==> config.mk <==
export PLATFORM = sky130hd
export DESIGN_NAME = branch_stack_exec
export DESIGN_NICKNAME = d
export VERILOG_FILES = /design/src/include/branch_stack_pkg.sv /design/src/condition_check.sv /design/src/state_timer.sv /design/src/branch_stack_exec.sv
export SDC_FILE = /design/constraint.sdc
export NUM_CORES = 1
export LEC_CHECK = 0
export ABC_AREA = 1
export BUFFER_PORTS_ARGS = -buffer_cell sky130_fd_sc_hd__buf_2
export CORE_ASPECT_RATIO = 0.8
export CORE_MARGIN = 2
export CORE_UTILIZATION = 47
export CTS_CLUSTER_DIAMETER = 120
export DETAILED_ROUTE_END_ITERATION = 10
export PLACE_DENSITY = 0.74
export REMOVE_ABC_BUFFERS = 1
export SLEW_MARGIN = 20
export SYNTH_ARGS = -nofsm -noshare
export SYNTH_HDL_FRONTEND = slang
export SYNTH_HIERARCHICAL = 1
export SYNTH_SLANG_ARGS = --single-unit
export TNS_END_PERCENT = 50
==> constraint.sdc <==
create_clock -name clock_in -period 6.8 [get_ports clock_in]
set_input_delay 0 -clock clock_in [delete_from_list [all_inputs] [get_ports clock_in]]
set_output_delay 0 -clock clock_in [all_outputs]
set_load 0.01 [all_outputs]
==> src/include/branch_stack_pkg.sv <==
// Purpose: shared constants and types for the branch, stack and port execution unit
// Assumes: one clock state per clock_in cycle
// Notes: state counts are per instruction, taken and not taken
package branch_stack_pkg;

  localparam int CLOCK_PERIOD_NS = 20;

  // opcodes with fixed encodings
  localparam logic [7:0] OPC_JUMP = 8'hc3;
  localparam logic [7:0] OPC_CALL = 8'hcd;
  localparam logic [7:0] OPC_RETURN = 8'hc9;
  localparam logic [7:0] OPC_JUMP_VIA_PAIR = 8'he9;
  localparam logic [7:0] OPC_LOAD_SP_FROM_PAIR = 8'hf9;
  localparam logic [7:0] OPC_STACK_TOP_EXCHANGE = 8'he3;
  localparam logic [7:0] OPC_PORT_IN = 8'hdb;
  localparam logic [7:0] OPC_PORT_OUT = 8'hd3;

  // low bits that identify the opcode families with a field in bits 5:3 (push and pop: bits 5:4)
  localparam logic [1:0] FAMILY_TOP = 2'h3;
  localparam logic [2:0] LOW_JUMP_COND = 3'h2;
  localparam logic [2:0] LOW_CALL_COND = 3'h4;
  localparam logic [2:0] LOW_RETURN_COND = 3'h0;
  localparam logic [2:0] LOW_RESTART = 3'h7;
  localparam logic [3:0] LOW_PUSH = 4'h5;
  localparam logic [3:0] LOW_POP = 4'h1;
  localparam logic [1:0] PAIR_STATUS_WORD = 2'h3;
  localparam logic [1:0] PAIR_HL = 2'h2;

  // state counts
  localparam logic [4:0] STATES_CALL_TAKEN = 5'd18;
  localparam logic [4:0] STATES_CALL_SKIP = 5'd9;
  localparam logic [4:0] STATES_JUMP_TAKEN = 5'd10;
  localparam logic [4:0] STATES_JUMP_SKIP = 5'd7;
  localparam logic [4:0] STATES_RETURN = 5'd10;
  localparam logic [4:0] STATES_RETURN_TAKEN = 5'd12;
  localparam logic [4:0] STATES_RETURN_SKIP = 5'd6;
  localparam logic [4:0] STATES_RESTART = 5'd12;
  localparam logic [4:0] STATES_VIA_PAIR = 5'd6;
  localparam logic [4:0] STATES_LOAD_SP = 5'd6;
  localparam logic [4:0] STATES_EXCHANGE = 5'd16;
  localparam logic [4:0] STATES_PUSH = 5'd12;
  localparam logic [4:0] STATES_POP = 5'd10;
  localparam logic [4:0] STATES_PORT = 5'd10;
  localparam logic [4:0] STATES_UNSUPPORTED = 5'd4;

  // state numbers at which bus transfers run
  localparam logic [4:0] STEP_FIRST = 5'd2;
  localparam logic [4:0] STEP_SECOND = 5'd3;
  localparam logic [4:0] STEP_THIRD = 5'd4;
  localparam logic [4:0] STEP_FOURTH = 5'd5;

  // status word bit positions
  localparam int SW_CARRY = 0;
  localparam int SW_FILL_ONE = 1;
  localparam int SW_PARITY = 2;
  localparam int SW_AUX_CARRY = 4;
  localparam int SW_ZERO = 6;
  localparam int SW_SIGN = 7;

  // reset values
  localparam logic [15:0] PC_RESET = 16'h0000;
  localparam logic [15:0] SP_RESET = 16'h0000;
  localparam logic [7:0] REG_RESET = 8'h00;

  typedef enum logic [3:0] {
    OP_NONE, OP_JUMP, OP_CALL, OP_RETURN, OP_RESTART, OP_VIA_PAIR, OP_LOAD_SP,
    OP_EXCHANGE, OP_PUSH, OP_POP, OP_PORT_IN, OP_PORT_OUT
  } op_type;

endpackage

==> src/condition_check.sv <==
// Purpose: evaluates the 3-bit condition field against the flags
// Assumes: flags are stable levels
// Notes: purely combinational
`timescale 1ns/1ps
module condition_check (
  input wire logic [2:0] condition_field_in,
  input wire logic zero_in,
  input wire logic carry_in,
  input wire logic parity_in,
  input wire logic sign_in,
  output logic holds_out
);
  always_comb begin
    case (condition_field_in[2:1])
      2'h0: holds_out = zero_in;
      2'h1: holds_out = carry_in;
      2'h2: holds_out = parity_in;
      default: holds_out = sign_in;
    endcase
    if (!condition_field_in[0]) begin
      holds_out = !holds_out;
    end
  end
endmodule // condition_check

==> src/state_timer.sv <==
// Purpose: counts the clock states of one instruction
// Assumes: load only while idle
// Notes: count is 0 while idle, runs 1..length
`timescale 1ns/1ps
module state_timer (
  input wire logic clock_in,
  input wire logic rst_n_in,
  input wire logic load_in,
  input wire logic [4:0] length_in,
  output logic [4:0] count_out,
  output logic last_out
);
  logic [4:0] length;

  always_ff @(posedge clock_in) begin
    if (!rst_n_in) begin
      count_out <= 5'h00;
      length <= 5'h00;
    end else if (load_in) begin
      count_out <= 5'h01;
      length <= length_in;
    end else if (count_out != 5'h00) begin
      count_out <= last_out ? 5'h00 : count_out + 5'h01;
    end
  end

  assign last_out = (count_out != 5'h00) && (count_out == length);
endmodule // state_timer

==> src/branch_stack_exec.sv <==
// Purpose: executes branch, stack and port instructions of an 8-bit processor
// Assumes: opcode and operand bytes given with start_in; memory answers reads in the same cycle
// Notes: one clock is one processor state
`timescale 1ns/1ps
module branch_stack_exec
  import branch_stack_pkg::*;
(
  input wire logic clock_in,
  input wire logic rst_n_in,
  input wire logic start_in,
  input wire logic [7:0] opcode_in,
  input wire logic [7:0] operand_lo_in,
  input wire logic [7:0] operand_hi_in,
  input wire logic [7:0] data_in,
  output logic busy_out,
  output logic done_out,
  output logic unsupported_out,
  output logic [15:0] addr_out,
  output logic [7:0] data_out,
  output logic data_oe_out,
  output logic mem_rd_out,
  output logic mem_wr_out,
  output logic io_select_out,
  output logic [15:0] pc_out,
  output logic [15:0] sp_out,
  output logic [7:0] acc_out,
  output logic [15:0] bc_out,
  output logic [15:0] de_out,
  output logic [15:0] hl_out,
  output logic [7:0] status_word_out
);
  logic [4:0] count, dec_states, plan_step;
  logic last, load, holds, dec_cond, taken, commit;
  logic carry_flag, parity_flag, aux_carry_flag, zero_flag, sign_flag;
  logic plan_rd, plan_wr, plan_io;
  op_type dec_op, op;
  logic [1:0] dec_size, size, register_pair_operand;
  logic [2:0] restart_vector_field;
  logic [7:0] opcode, operand_lo, operand_hi, acc, read_lo, read_hi;
  logic [7:0] push_hi, push_lo, status_word, plan_data;
  logic [7:0] pair_hi [0:2], pair_lo [0:2];
  logic [15:0] pc, sp, return_addr, plan_addr;
  condition_check u_condition_check (.condition_field_in(opcode_in[5:3]), .zero_in(zero_flag),
    .carry_in(carry_flag), .parity_in(parity_flag), .sign_in(sign_flag), .holds_out(holds));
  state_timer u_state_timer (.clock_in(clock_in), .rst_n_in(rst_n_in), .load_in(load), .length_in(dec_states),
    .count_out(count), .last_out(last));
  assign busy_out = (count != 5'h00);
  assign load = start_in && !busy_out;
  assign done_out = last;
  assign commit = last;
  assign unsupported_out = last && (op == OP_NONE);
  // opcode decode, taken from the inputs at the start edge
  always_comb begin
    dec_op = OP_NONE;
    dec_cond = 1'b0;
    dec_size = 2'd1;
    if (opcode_in == OPC_JUMP) begin
      dec_op = OP_JUMP;
      dec_size = 2'd3;
    end else if (opcode_in == OPC_CALL) begin
      dec_op = OP_CALL;
      dec_size = 2'd3;
    end else if (opcode_in == OPC_RETURN) begin
      dec_op = OP_RETURN;
    end else if (opcode_in == OPC_JUMP_VIA_PAIR) begin
      dec_op = OP_VIA_PAIR;
    end else if (opcode_in == OPC_LOAD_SP_FROM_PAIR) begin
      dec_op = OP_LOAD_SP;
    end else if (opcode_in == OPC_STACK_TOP_EXCHANGE) begin
      dec_op = OP_EXCHANGE;
    end else if (opcode_in == OPC_PORT_IN) begin
      dec_op = OP_PORT_IN;
      dec_size = 2'd2;
    end else if (opcode_in == OPC_PORT_OUT) begin
      dec_op = OP_PORT_OUT;
      dec_size = 2'd2;
    end else if (opcode_in[7:6] != FAMILY_TOP) begin
      dec_op = OP_NONE;
    end else if (opcode_in[2:0] == LOW_JUMP_COND) begin
      dec_op = OP_JUMP;
      dec_cond = 1'b1;
      dec_size = 2'd3;
    end else if (opcode_in[2:0] == LOW_CALL_COND) begin
      dec_op = OP_CALL;
      dec_cond = 1'b1;
      dec_size = 2'd3;
    end else if (opcode_in[2:0] == LOW_RETURN_COND) begin
      dec_op = OP_RETURN;
      dec_cond = 1'b1;
    end else if (opcode_in[2:0] == LOW_RESTART) begin
      dec_op = OP_RESTART;
    end else if (opcode_in[3:0] == LOW_PUSH) begin
      dec_op = OP_PUSH;
    end else if (opcode_in[3:0] == LOW_POP) begin
      dec_op = OP_POP;
    end
  end
  always_comb begin
    case (dec_op)
      OP_JUMP: dec_states = (!dec_cond || holds) ? STATES_JUMP_TAKEN : STATES_JUMP_SKIP;
      OP_CALL: dec_states = (!dec_cond || holds) ? STATES_CALL_TAKEN : STATES_CALL_SKIP;
      OP_RETURN: dec_states = !dec_cond ? STATES_RETURN : (holds ? STATES_RETURN_TAKEN : STATES_RETURN_SKIP);
      OP_RESTART: dec_states = STATES_RESTART;
      OP_VIA_PAIR: dec_states = STATES_VIA_PAIR;
      OP_LOAD_SP: dec_states = STATES_LOAD_SP;
      OP_EXCHANGE: dec_states = STATES_EXCHANGE;
      OP_PUSH: dec_states = STATES_PUSH;
      OP_POP: dec_states = STATES_POP;
      OP_PORT_IN: dec_states = STATES_PORT;
      OP_PORT_OUT: dec_states = STATES_PORT;
      default: dec_states = STATES_UNSUPPORTED;
    endcase
  end
  // instruction latch
  always_ff @(posedge clock_in) begin
    if (!rst_n_in) begin
      op <= OP_NONE;
      taken <= 1'b0;
      size <= 2'd1;
      opcode <= 8'h00;
      operand_lo <= 8'h00;
      operand_hi <= 8'h00;
    end else if (load) begin
      op <= dec_op;
      taken <= !dec_cond || holds;
      size <= dec_size;
      opcode <= opcode_in;
      operand_lo <= operand_lo_in;
      operand_hi <= operand_hi_in;
    end
  end
  assign register_pair_operand = opcode[5:4];
  assign restart_vector_field = opcode[5:3];
  assign return_addr = pc + {14'h0000, size};
  always_comb begin
    status_word = 8'h00;
    status_word[SW_CARRY] = carry_flag;
    status_word[SW_FILL_ONE] = 1'b1;
    status_word[SW_PARITY] = parity_flag;
    status_word[SW_AUX_CARRY] = aux_carry_flag;
    status_word[SW_ZERO] = zero_flag;
    status_word[SW_SIGN] = sign_flag;
  end
  // bytes pushed: return address, register pair or status word
  always_comb begin
    push_hi = return_addr[15:8];
    push_lo = return_addr[7:0];
    if (op == OP_PUSH) begin
      if (register_pair_operand == PAIR_STATUS_WORD) begin
        push_hi = acc;
        push_lo = status_word;
      end else begin
        push_hi = pair_hi[register_pair_operand];
        push_lo = pair_lo[register_pair_operand];
      end
    end
  end
  // bus plan for the next state; outputs are registered one edge ahead
  assign plan_step = count + 5'h01;
  always_comb begin
    plan_addr = 16'h0000;
    plan_data = 8'h00;
    plan_rd = 1'b0;
    plan_wr = 1'b0;
    plan_io = 1'b0;
    if (busy_out && !last && taken) begin
      case (op)
        OP_CALL, OP_RESTART, OP_PUSH: begin
          if (plan_step == STEP_FIRST) begin
            plan_addr = sp - 16'h0001;
            plan_data = push_hi;
            plan_wr = 1'b1;
          end else if (plan_step == STEP_SECOND) begin
            plan_addr = sp - 16'h0002;
            plan_data = push_lo;
            plan_wr = 1'b1;
          end
        end
        OP_RETURN, OP_POP, OP_EXCHANGE: begin
          if (plan_step == STEP_FIRST) begin
            plan_addr = sp;
            plan_rd = 1'b1;
          end else if (plan_step == STEP_SECOND) begin
            plan_addr = sp + 16'h0001;
            plan_rd = 1'b1;
          end else if (op == OP_EXCHANGE && plan_step == STEP_THIRD) begin
            plan_addr = sp;
            plan_data = pair_lo[PAIR_HL];
            plan_wr = 1'b1;
          end else if (op == OP_EXCHANGE && plan_step == STEP_FOURTH) begin
            plan_addr = sp + 16'h0001;
            plan_data = pair_hi[PAIR_HL];
            plan_wr = 1'b1;
          end
        end
        OP_PORT_IN, OP_PORT_OUT: begin
          if (plan_step == STEP_FIRST) begin
            plan_addr = {operand_lo, operand_lo};
            plan_io = 1'b1;
            plan_rd = (op == OP_PORT_IN);
            plan_wr = (op == OP_PORT_OUT);
            plan_data = acc;
          end
        end
        default: plan_io = 1'b0;
      endcase
    end
  end
  always_ff @(posedge clock_in) begin
    if (!rst_n_in) begin
      addr_out <= 16'h0000;
      data_out <= 8'h00;
      data_oe_out <= 1'b0;
      mem_rd_out <= 1'b0;
      mem_wr_out <= 1'b0;
      io_select_out <= 1'b0;
    end else begin
      addr_out <= plan_addr;
      data_out <= plan_wr ? plan_data : 8'h00;
      data_oe_out <= plan_wr;
      mem_rd_out <= plan_rd;
      mem_wr_out <= plan_wr;
      io_select_out <= plan_io;
    end
  end
  // read data is sampled at the end of its read state; no wait states
  always_ff @(posedge clock_in) begin
    if (!rst_n_in) begin
      read_lo <= 8'h00;
      read_hi <= 8'h00;
    end else if (mem_rd_out && count == STEP_FIRST) begin
      read_lo <= data_in;
    end else if (mem_rd_out) begin
      read_hi <= data_in;
    end
  end
  always_ff @(posedge clock_in) begin
    if (!rst_n_in) begin
      pc <= PC_RESET;
    end else if (commit) begin
      if (taken && (op == OP_JUMP || op == OP_CALL)) begin
        pc <= {operand_hi, operand_lo};
      end else if (taken && op == OP_RETURN) begin
        pc <= {read_hi, read_lo};
      end else if (op == OP_RESTART) begin
        pc <= {10'h000, restart_vector_field, 3'h0};
      end else if (op == OP_VIA_PAIR) begin
        pc <= {pair_hi[PAIR_HL], pair_lo[PAIR_HL]};
      end else begin
        pc <= return_addr;
      end
    end
  end
  always_ff @(posedge clock_in) begin
    if (!rst_n_in) begin
      sp <= SP_RESET;
    end else if (commit) begin
      if (taken && (op == OP_CALL || op == OP_RESTART || op == OP_PUSH)) begin
        sp <= sp - 16'h0002;
      end else if (taken && (op == OP_RETURN || op == OP_POP)) begin
        sp <= sp + 16'h0002;
      end else if (op == OP_LOAD_SP) begin
        sp <= {pair_hi[PAIR_HL], pair_lo[PAIR_HL]};
      end
    end
  end
  // register pairs; the stack pointer encoding means status word, never the pointer
  for (genvar i = 0; i < 3; i++) begin : g_pair
    always_ff @(posedge clock_in) begin
      if (!rst_n_in) begin
        pair_hi[i] <= REG_RESET;
        pair_lo[i] <= REG_RESET;
      end else if (commit && op == OP_POP && register_pair_operand == 2'(i)) begin
        pair_lo[i] <= read_lo;
        pair_hi[i] <= read_hi;
      end else if (commit && op == OP_EXCHANGE && i == int'(PAIR_HL)) begin
        pair_lo[i] <= read_lo;
        pair_hi[i] <= read_hi;
      end
    end
  end
  always_ff @(posedge clock_in) begin
    if (!rst_n_in) begin
      acc <= REG_RESET;
    end else if (commit && op == OP_PORT_IN) begin
      acc <= read_lo;
    end else if (commit && op == OP_POP && register_pair_operand == PAIR_STATUS_WORD) begin
      acc <= read_hi;
    end
  end
  // flags change only on a status word pop
  always_ff @(posedge clock_in) begin
    if (!rst_n_in) begin
      carry_flag <= 1'b0;
      parity_flag <= 1'b0;
      aux_carry_flag <= 1'b0;
      zero_flag <= 1'b0;
      sign_flag <= 1'b0;
    end else if (commit && op == OP_POP && register_pair_operand == PAIR_STATUS_WORD) begin
      carry_flag <= read_lo[SW_CARRY];
      parity_flag <= read_lo[SW_PARITY];
      aux_carry_flag <= read_lo[SW_AUX_CARRY];
      zero_flag <= read_lo[SW_ZERO];
      sign_flag <= read_lo[SW_SIGN];
    end
  end
  assign pc_out = pc;
  assign sp_out = sp;
  assign acc_out = acc;
  assign bc_out = {pair_hi[0], pair_lo[0]};
  assign de_out = {pair_hi[1], pair_lo[1]};
  assign hl_out = {pair_hi[PAIR_HL], pair_lo[PAIR_HL]};
  assign status_word_out = status_word;
endmodule // branch_stack_exec

# Yosys cells after proc, flatten, opt, wreduce, memory -nomap -nowiden

Memory sizes are Yosys's and may differ from the RTL's. A register that Yosys moved wholly into a read port is not among the register bits.
Index checks and enable logic that the tools add are counted.

Register bits: 127
Bits in latches: 0
Memory bits (writable): 48
Bits in read-only memories: 0
Input port bits: 35
Logic and storage cells: 252
Memories kept: 2

Memories:

| memory  | depth | bits a word | read ports | clocked after Yosys merged registers in | wr ports | RTL line                | text |
|---|---|---|---|---|---|---|---|
| pair_hi | 3     | 8           | 4          | 1                                       | 3        | branch_stack_exec.sv:41 | `logic [7:0] pair_hi [0:2], pair_lo [0:2];` |
| pair_lo | 3     | 8           | 4          | 1                                       | 3        | branch_stack_exec.sv:41 |  |

Add/subtract/negate cells: 6
$mul: 0
Divide/modulo/power cells: 0
Magnitude comparators: 0
Equality and inequality tests: 47
Shift-type cells: 0
Mux-type cells: 115
Bitwise gates (word level): 10
Reductions and logical operators: 48

Operators by type and width:

| cell                                               | number |
|---|---|
| two-way mux 16 bit                                 | 14 |
| two-way mux 8 bit                                  | 21 |
| two-way mux 4 bit                                  | 18 |
| == test 8 bit, second input constant               | 8 |
| case mux 16 bit (3 select lines)                   | 1 |
| two-way mux 1 bit                                  | 39 |
| == test 4 x 3 -> 1 bit, second input constant      | 9 |
| case mux 5 bit (7 select lines)                    | 1 |
| == test 4 bit, second input constant               | 8 |
| two-way mux 2 bit                                  | 15 |
| case mux 8 bit (3 select lines)                    | 1 |
| logical AND 1 bit                                  | 19 |
| adder 16 x 1 -> 16 bit, second input constant      | 1 |
| adder 16 x 2 -> 16 bit                             | 1 |
| adder 16 x 2 -> 16 bit, second input constant      | 1 |
| == test 4 x 2 -> 1 bit, second input constant      | 4 |
| subtractor 16 x 1 -> 16 bit, second input constant | 1 |
| subtractor 16 x 2 -> 16 bit, second input constant | 1 |
| == test 5 x 2 -> 1 bit, second input constant      | 3 |
| == test 4 x 1 -> 1 bit, second input constant      | 3 |
| == test 5 x 3 -> 1 bit, second input constant      | 2 |
| two-way mux 5 bit                                  | 2 |
| OR reduction 3 bit                                 | 3 |
| bitwise OR 1 bit                                   | 8 |
| 21 further kinds                                   | 42 |

# Depth between registers and ports, before layout

Word-level depth: 19
Gate-level depth with buffers: 16
Depth with buffers taken out: 15

# By module

The synthesis kept the hierarchy.

By module, submodules not included:

| module            | instances | cells an instance | area each (µm²) | sequential area each (µm²) |
|---|---|---|---|---|
| branch_stack_exec | 1         | 1,513             | 10,059.6        | 3,763.6 |
| state_timer       | 1         | 73                | 519.2           | 200.2 |
| condition_check   | 1         | 13                | 57.6            | 0.0 |

# Worst setup path before layout

OpenSTA, ideal clock, no wires.

Path kind: register to register
Start point: reg u_state_timer.count_out[0]
End point: mem pair_hi[1][0] (enable)
Library setup time: 0.414 ns
Arrival: 2.947 ns
Required time: 6.386 ns
Path slack: 3.439 ns
Cell stages (with the launch flop): 11
Path buffers: 1
Period minus slack after synthesis: 3.361 ns
Path through: dfxtp_1 > inv_1 > ha_1 > nand3_2 > inv_2 > nor2_1 > buf_2 > inv_1 > nor2_2 > inv_2 > o31ai_1

RTL lines:

| element                | RTL line                | text |
|---|---|---|
| from (decl)            | state_timer.sv:10       | `output logic [4:0] count_out,` |
| from (signal assigned) | state_timer.sv:23       | `count_out <= last_out ? 5'h00 : count_out + 5'h01;` |
| to (decl)              | branch_stack_exec.sv:41 |  |

# Worst setup path in the final report

Start point: reg u_state_timer.count_out[2]
End point: reg data_out[0]

Word-level cells in the longest chain between the ends: 10
Elaborated cells between the ends (all ways): 31
Those cells by class: add/sub (1); eq/ne (5); mux (17); reduce/logical (8)

RTL lines:

| element                         | RTL line                 | text |
|---|---|---|
| adder 5 x 1 -> 5 bit            | branch_stack_exec.sv:159 | `assign plan_step = count + 5'h01;` |
| == test 5 x 3 -> 1 bit          | branch_stack_exec.sv:190 | `end else if (op == OP_EXCHANGE && plan_step == STEP_FOURTH) begin` |
| logical AND 1 bit               | branch_stack_exec.sv:190 |  |
| two-way mux 1 bit               | branch_stack_exec.sv:190 |  |
| two-way mux 1 bit               | branch_stack_exec.sv:186 | `end else if (op == OP_EXCHANGE && plan_step == STEP_THIRD) begin` |
| two-way mux 1 bit               | branch_stack_exec.sv:183 | `end else if (plan_step == STEP_SECOND) begin` |
| two-way mux 1 bit               | branch_stack_exec.sv:180 | `if (plan_step == STEP_FIRST) begin` |
| case mux 1 bit (3 select lines) | branch_stack_exec.sv:167 | `case (op)` |
| two-way mux 1 bit               | branch_stack_exec.sv:166 | `if (busy_out && !last && taken) begin` |
| AND reduction 3 bit (no line)   | n/a                      |  |
| to (signal assigned)            | branch_stack_exec.sv:219 | `data_out <= plan_wr ? plan_data : 8'h00;` |
| to (decl)                       | branch_stack_exec.sv:19  | `output logic [7:0] data_out,` |

Parallel ways exist; a longest one is shown, timed or not.
A chain may end at the register's enable or synchronous reset.

==> flow_metrics.env <==
export IMPL_cp_arrival_ps=3920
export IMPL_postLayoutSetupSlackWorst_ps=3240
export IMPL_n_antenna_cell=0
export IMPL_clock_sinks=174
export IMPL_r2r_start="u_state_timer/count_out[2]"
export IMPL_async_flop_share=0
export IMPL_dpl_worst_slack_ps=3320
export IMPL_worstRegToRegCells=7
export IMPL_dr_first_iter_drc_count=1528
export IMPL_critPathRequiredTime_ps=7160
export IMPL_vias=11734
export IMPL_synth_warnings=6
export IMPL_tightest_slew_ps=1140
export IMPL_first_pass_iters=6
export IMPL_drive_gt1_frac=0.149
export IMPL_grt_pass1_wl_um=60300
export IMPL_synth_adder_area_share=0.0125
export IMPL_grt_pass1_vias=10451
export IMPL_synth_compound_area_share=0.182
export IMPL_wl_per_cell_um=19.2
export IMPL_postCtsSetupBuffers=0
export IMPL_slew_headroom=0.237
export IMPL_path_clk_slew_ps=80
export IMPL_synthCells=1599
export IMPL_hold_depth=3
export IMPL_skew_ps=19.3
export IMPL_netlist_area_um2=10600
export IMPL_p_per_area_nw_per_um2=300
export IMPL_cts_tree="done"
export IMPL_dieArea_um2=23900
export IMPL_clockPowerShare=0.281
export IMPL_cts_root_buffer="clkbuf_16"
export IMPL_outcome="finished, final reports clean"
export IMPL_path_max_fanout=35
export IMPL_cts_path_max_buffers=2
export IMPL_globalRouteTotalUtil=0.329
export IMPL_pwr_share_seq=0.351
export IMPL_synth_top_family_by_area="simple AND/OR/NAND/NOR gates"
export IMPL_min_from="opcode_in[4]"
export IMPL_finalSetupViolations=0
export IMPL_io_buffers=158
export IMPL_yosys_area_share_simple=0.314
export IMPL_row_count=49
export IMPL_gr_usage_met3=0.0579
export IMPL_report_final_slew_viol_count=0
export IMPL_gp_congestion=0.981
export IMPL_syn_to_final_growth_pct=16.4
export IMPL_rsz0062_at_grt="no"
export IMPL_grt_ovfl_total=0
export IMPL_fillers=2223
export IMPL_remaining_drc_errors=0
export IMPL_placeableCoreArea_um2=22300
export IMPL_synth_xor_area_frac=0.0132
export IMPL_layout_commonest_cell="nand2_1"
export IMPL_cap_violations=0
export IMPL_startpoint_type="flip-flop"
export IMPL_muxShareOfSynthArea=0.000941
export IMPL_synth_ff_type="dfxtp_1"
export IMPL_r2r_end="data_out[0]"
export IMPL_wirelength_um=39600
export IMPL_ys_ff_latch=174
export IMPL_synth_edff_count=48
export IMPL_hpwlAfterDp_um=29300
export IMPL_synth_distinct_cells=49
export IMPL_fin_crit_ps=3560
export IMPL_syn_area_per_cell_um2=6.65
export IMPL_dpl_instance_area_um2=11500
export IMPL_antenna_found_initial=0
export IMPL_final_cell_mix="348 x nand2_1, 204 x nor2_1, 172 x inv_1"
export IMPL_initial_core_util=0.477
export IMPL_pwr_share_comb=0.368
export IMPL_io_pins=162
export IMPL_die_w_um=172
export IMPL_finalSetupTns_ps=0
export IMPL_gr_usage_met1=0.496
export IMPL_finalHoldViolations=0
export IMPL_ctsResizeCount=0
export IMPL_grt_max_degree=80
export IMPL_stdcell_area_um2=12400
export IMPL_power_switching_mw=1.61
export IMPL_leakagePower_nw=5.61
export IMPL_ant_nets=0
export IMPL_cts_buffers=17
export IMPL_power_internal_mw=2.11
export IMPL_worstHoldPathType="in -> reg"
export IMPL_grtUsageMet2=0.476
export IMPL_fp_dieH_um=139
export IMPL_fin_crit_sh=0.524
export IMPL_worstSkewPairLatency_ps=450
export IMPL_end_kind="flip-flop"
export IMPL_busiest_layer="met1"
export IMPL_nets=1782
export IMPL_rrSetupSlack_ps=3240
export IMPL_crit_type="reg -> reg"
export IMPL_clock_fmax_mhz=281
export IMPL_cts_max_level=4
export IMPL_ir_drop_mv=0.169
export IMPL_switching_share=0.432
export IMPL_ys_seq_area_frac=0.373
export IMPL_holdWs_ps=4.15
export IMPL_routed_via_density=5.71
[registers in the layout, summed over array words and instances (netlist names), 8 cells and up, named ones only]
register and count:
read_hi 8, read_lo 8, pair_lo 24, addr_out 16, acc_out 8, pair_hi 24
operand_hi 8, sp_out 16, data_out 8, operand_lo 8, pc_out 16
[how the worst max path moves through the flow]
stage | start | end | slack (ps) | cells past startpoint
2_1_floorplan | u_state_timer/count_out[0] | pair_hi[1][0] | 2890 | 9
3_3_place_gp | u_state_timer/count_out[2] | data_out[1] | 3440 | 7
3_5_place_dp | u_state_timer/count_out[0] | u_state_timer/length[0] | 3320 | 7
4_1_cts | u_state_timer/count_out[0] | u_state_timer/count_out[0] | 3280 | 8
5_1_grt | u_state_timer/count_out[2] | data_out[0] | 3060 | 7
6_report | u_state_timer/count_out[2] | data_out[0] | 3240 | 7
[area by class of cell]
| type | instances | area, µm² | share of cell area |
|---|---|---|---|
| Tap cell | 306 | 383 | 0.0309 |
| Clock buffer | 17 | 425 | 0.0344 |
| Multi-Input combinational cell | 1163 | 5590 | 0.452 |
| Sequential cell | 174 | 3960 | 0.320 |
| Timing Repair Buffer | 191 | 1100 | 0.0892 |
| Clock inverter | 15 | 190 | 0.0154 |
| Inverter | 190 | 718 | 0.0580 |
[cells in the mapped netlist (9+ instances only)]
library cell | number | area (µm²)
o211ai_1 | 17 | 128
buf_2 | 25 | 125
o21ai_0 | 169 | 846
nand2_1 | 348 | 1310
ha_1 | 9 | 113
o22ai_1 | 9 | 56.3
inv_1 | 172 | 646
clkbuf_1 | 31 | 116
nor2_2 | 10 | 62.6
buf_4 | 12 | 90.1
nand4_1 | 25 | 156
a31oi_1 | 14 | 87.6
nor2_1 | 204 | 766
nand3_1 | 138 | 691
o21ai_1 | 17 | 85.1
or2_2 | 9 | 56.3
xor2_1 | 15 | 131
nor3_1 | 17 | 85.1
inv_2 | 14 | 52.6
a21oi_1 | 105 | 526
dfxtp_1 | 126 | 2520
nand2_2 | 9 | 56.3
edfxtp_1 | 48 | 1440
[per-layer routing]
layer,up-vias,part of all wire
met5,-,0
met4,0,0.027
met2,734,0.42
met1,5379,0.44
li1,5547,-
met3,74,0.11
[cells by family (layout without fill, tap and decap cells)]
logic type      count (synthesis)  count (layout)
compound gates                357             357
xor+xnor                       16              16
fa+ha+maj                      10              10
buf+inv                       263             413
flops                         174             174
mux                             1               1
other cells                     2               3
simple gates                  776             776
[worst max-delay path, cell delays in order, from the launching register on]
cell	delay, ps
dfxtp_1	430
nor2_4	200
nand4_2	870
nor2_2	960
inv_1	260
o211ai_1	230
nand2_1	270
a21oi_1	240
[metrics by stage]
| step | total power [mW] | util | cells |
|---|---|---|---|
| floorplan | 2.18 | - | 1527 |
| global placement | 2.63 | 0.515 | 1998 |
| detailed placement | 2.64 | 0.515 | 1998 |
| CTS | 3.68 | 0.554 | 2056 |
| global route | 3.92 | 0.555 | 2056 |
| finish | 3.72 | 0.555 | 2056 |
[power by group through the flow]
stage	Combinational [mW]	Clock [mW]	Sequential, mW
2_1_floorplan	0.881	0	1.30
5_1_grt	1.52	1.09	1.32
3_3_place_gp	1.31	0	1.32
3_5_place_dp	1.32	0	1.32
6_report	1.37	1.04	1.30
4_1_cts	1.34	1.05	1.30
[timing repair]
action,in CTS,in global routing
hold buffers,26,0
setup endpoints to repair,0,0
hold endpoints to repair,35,0
Power figures use the tool's default switching activity.
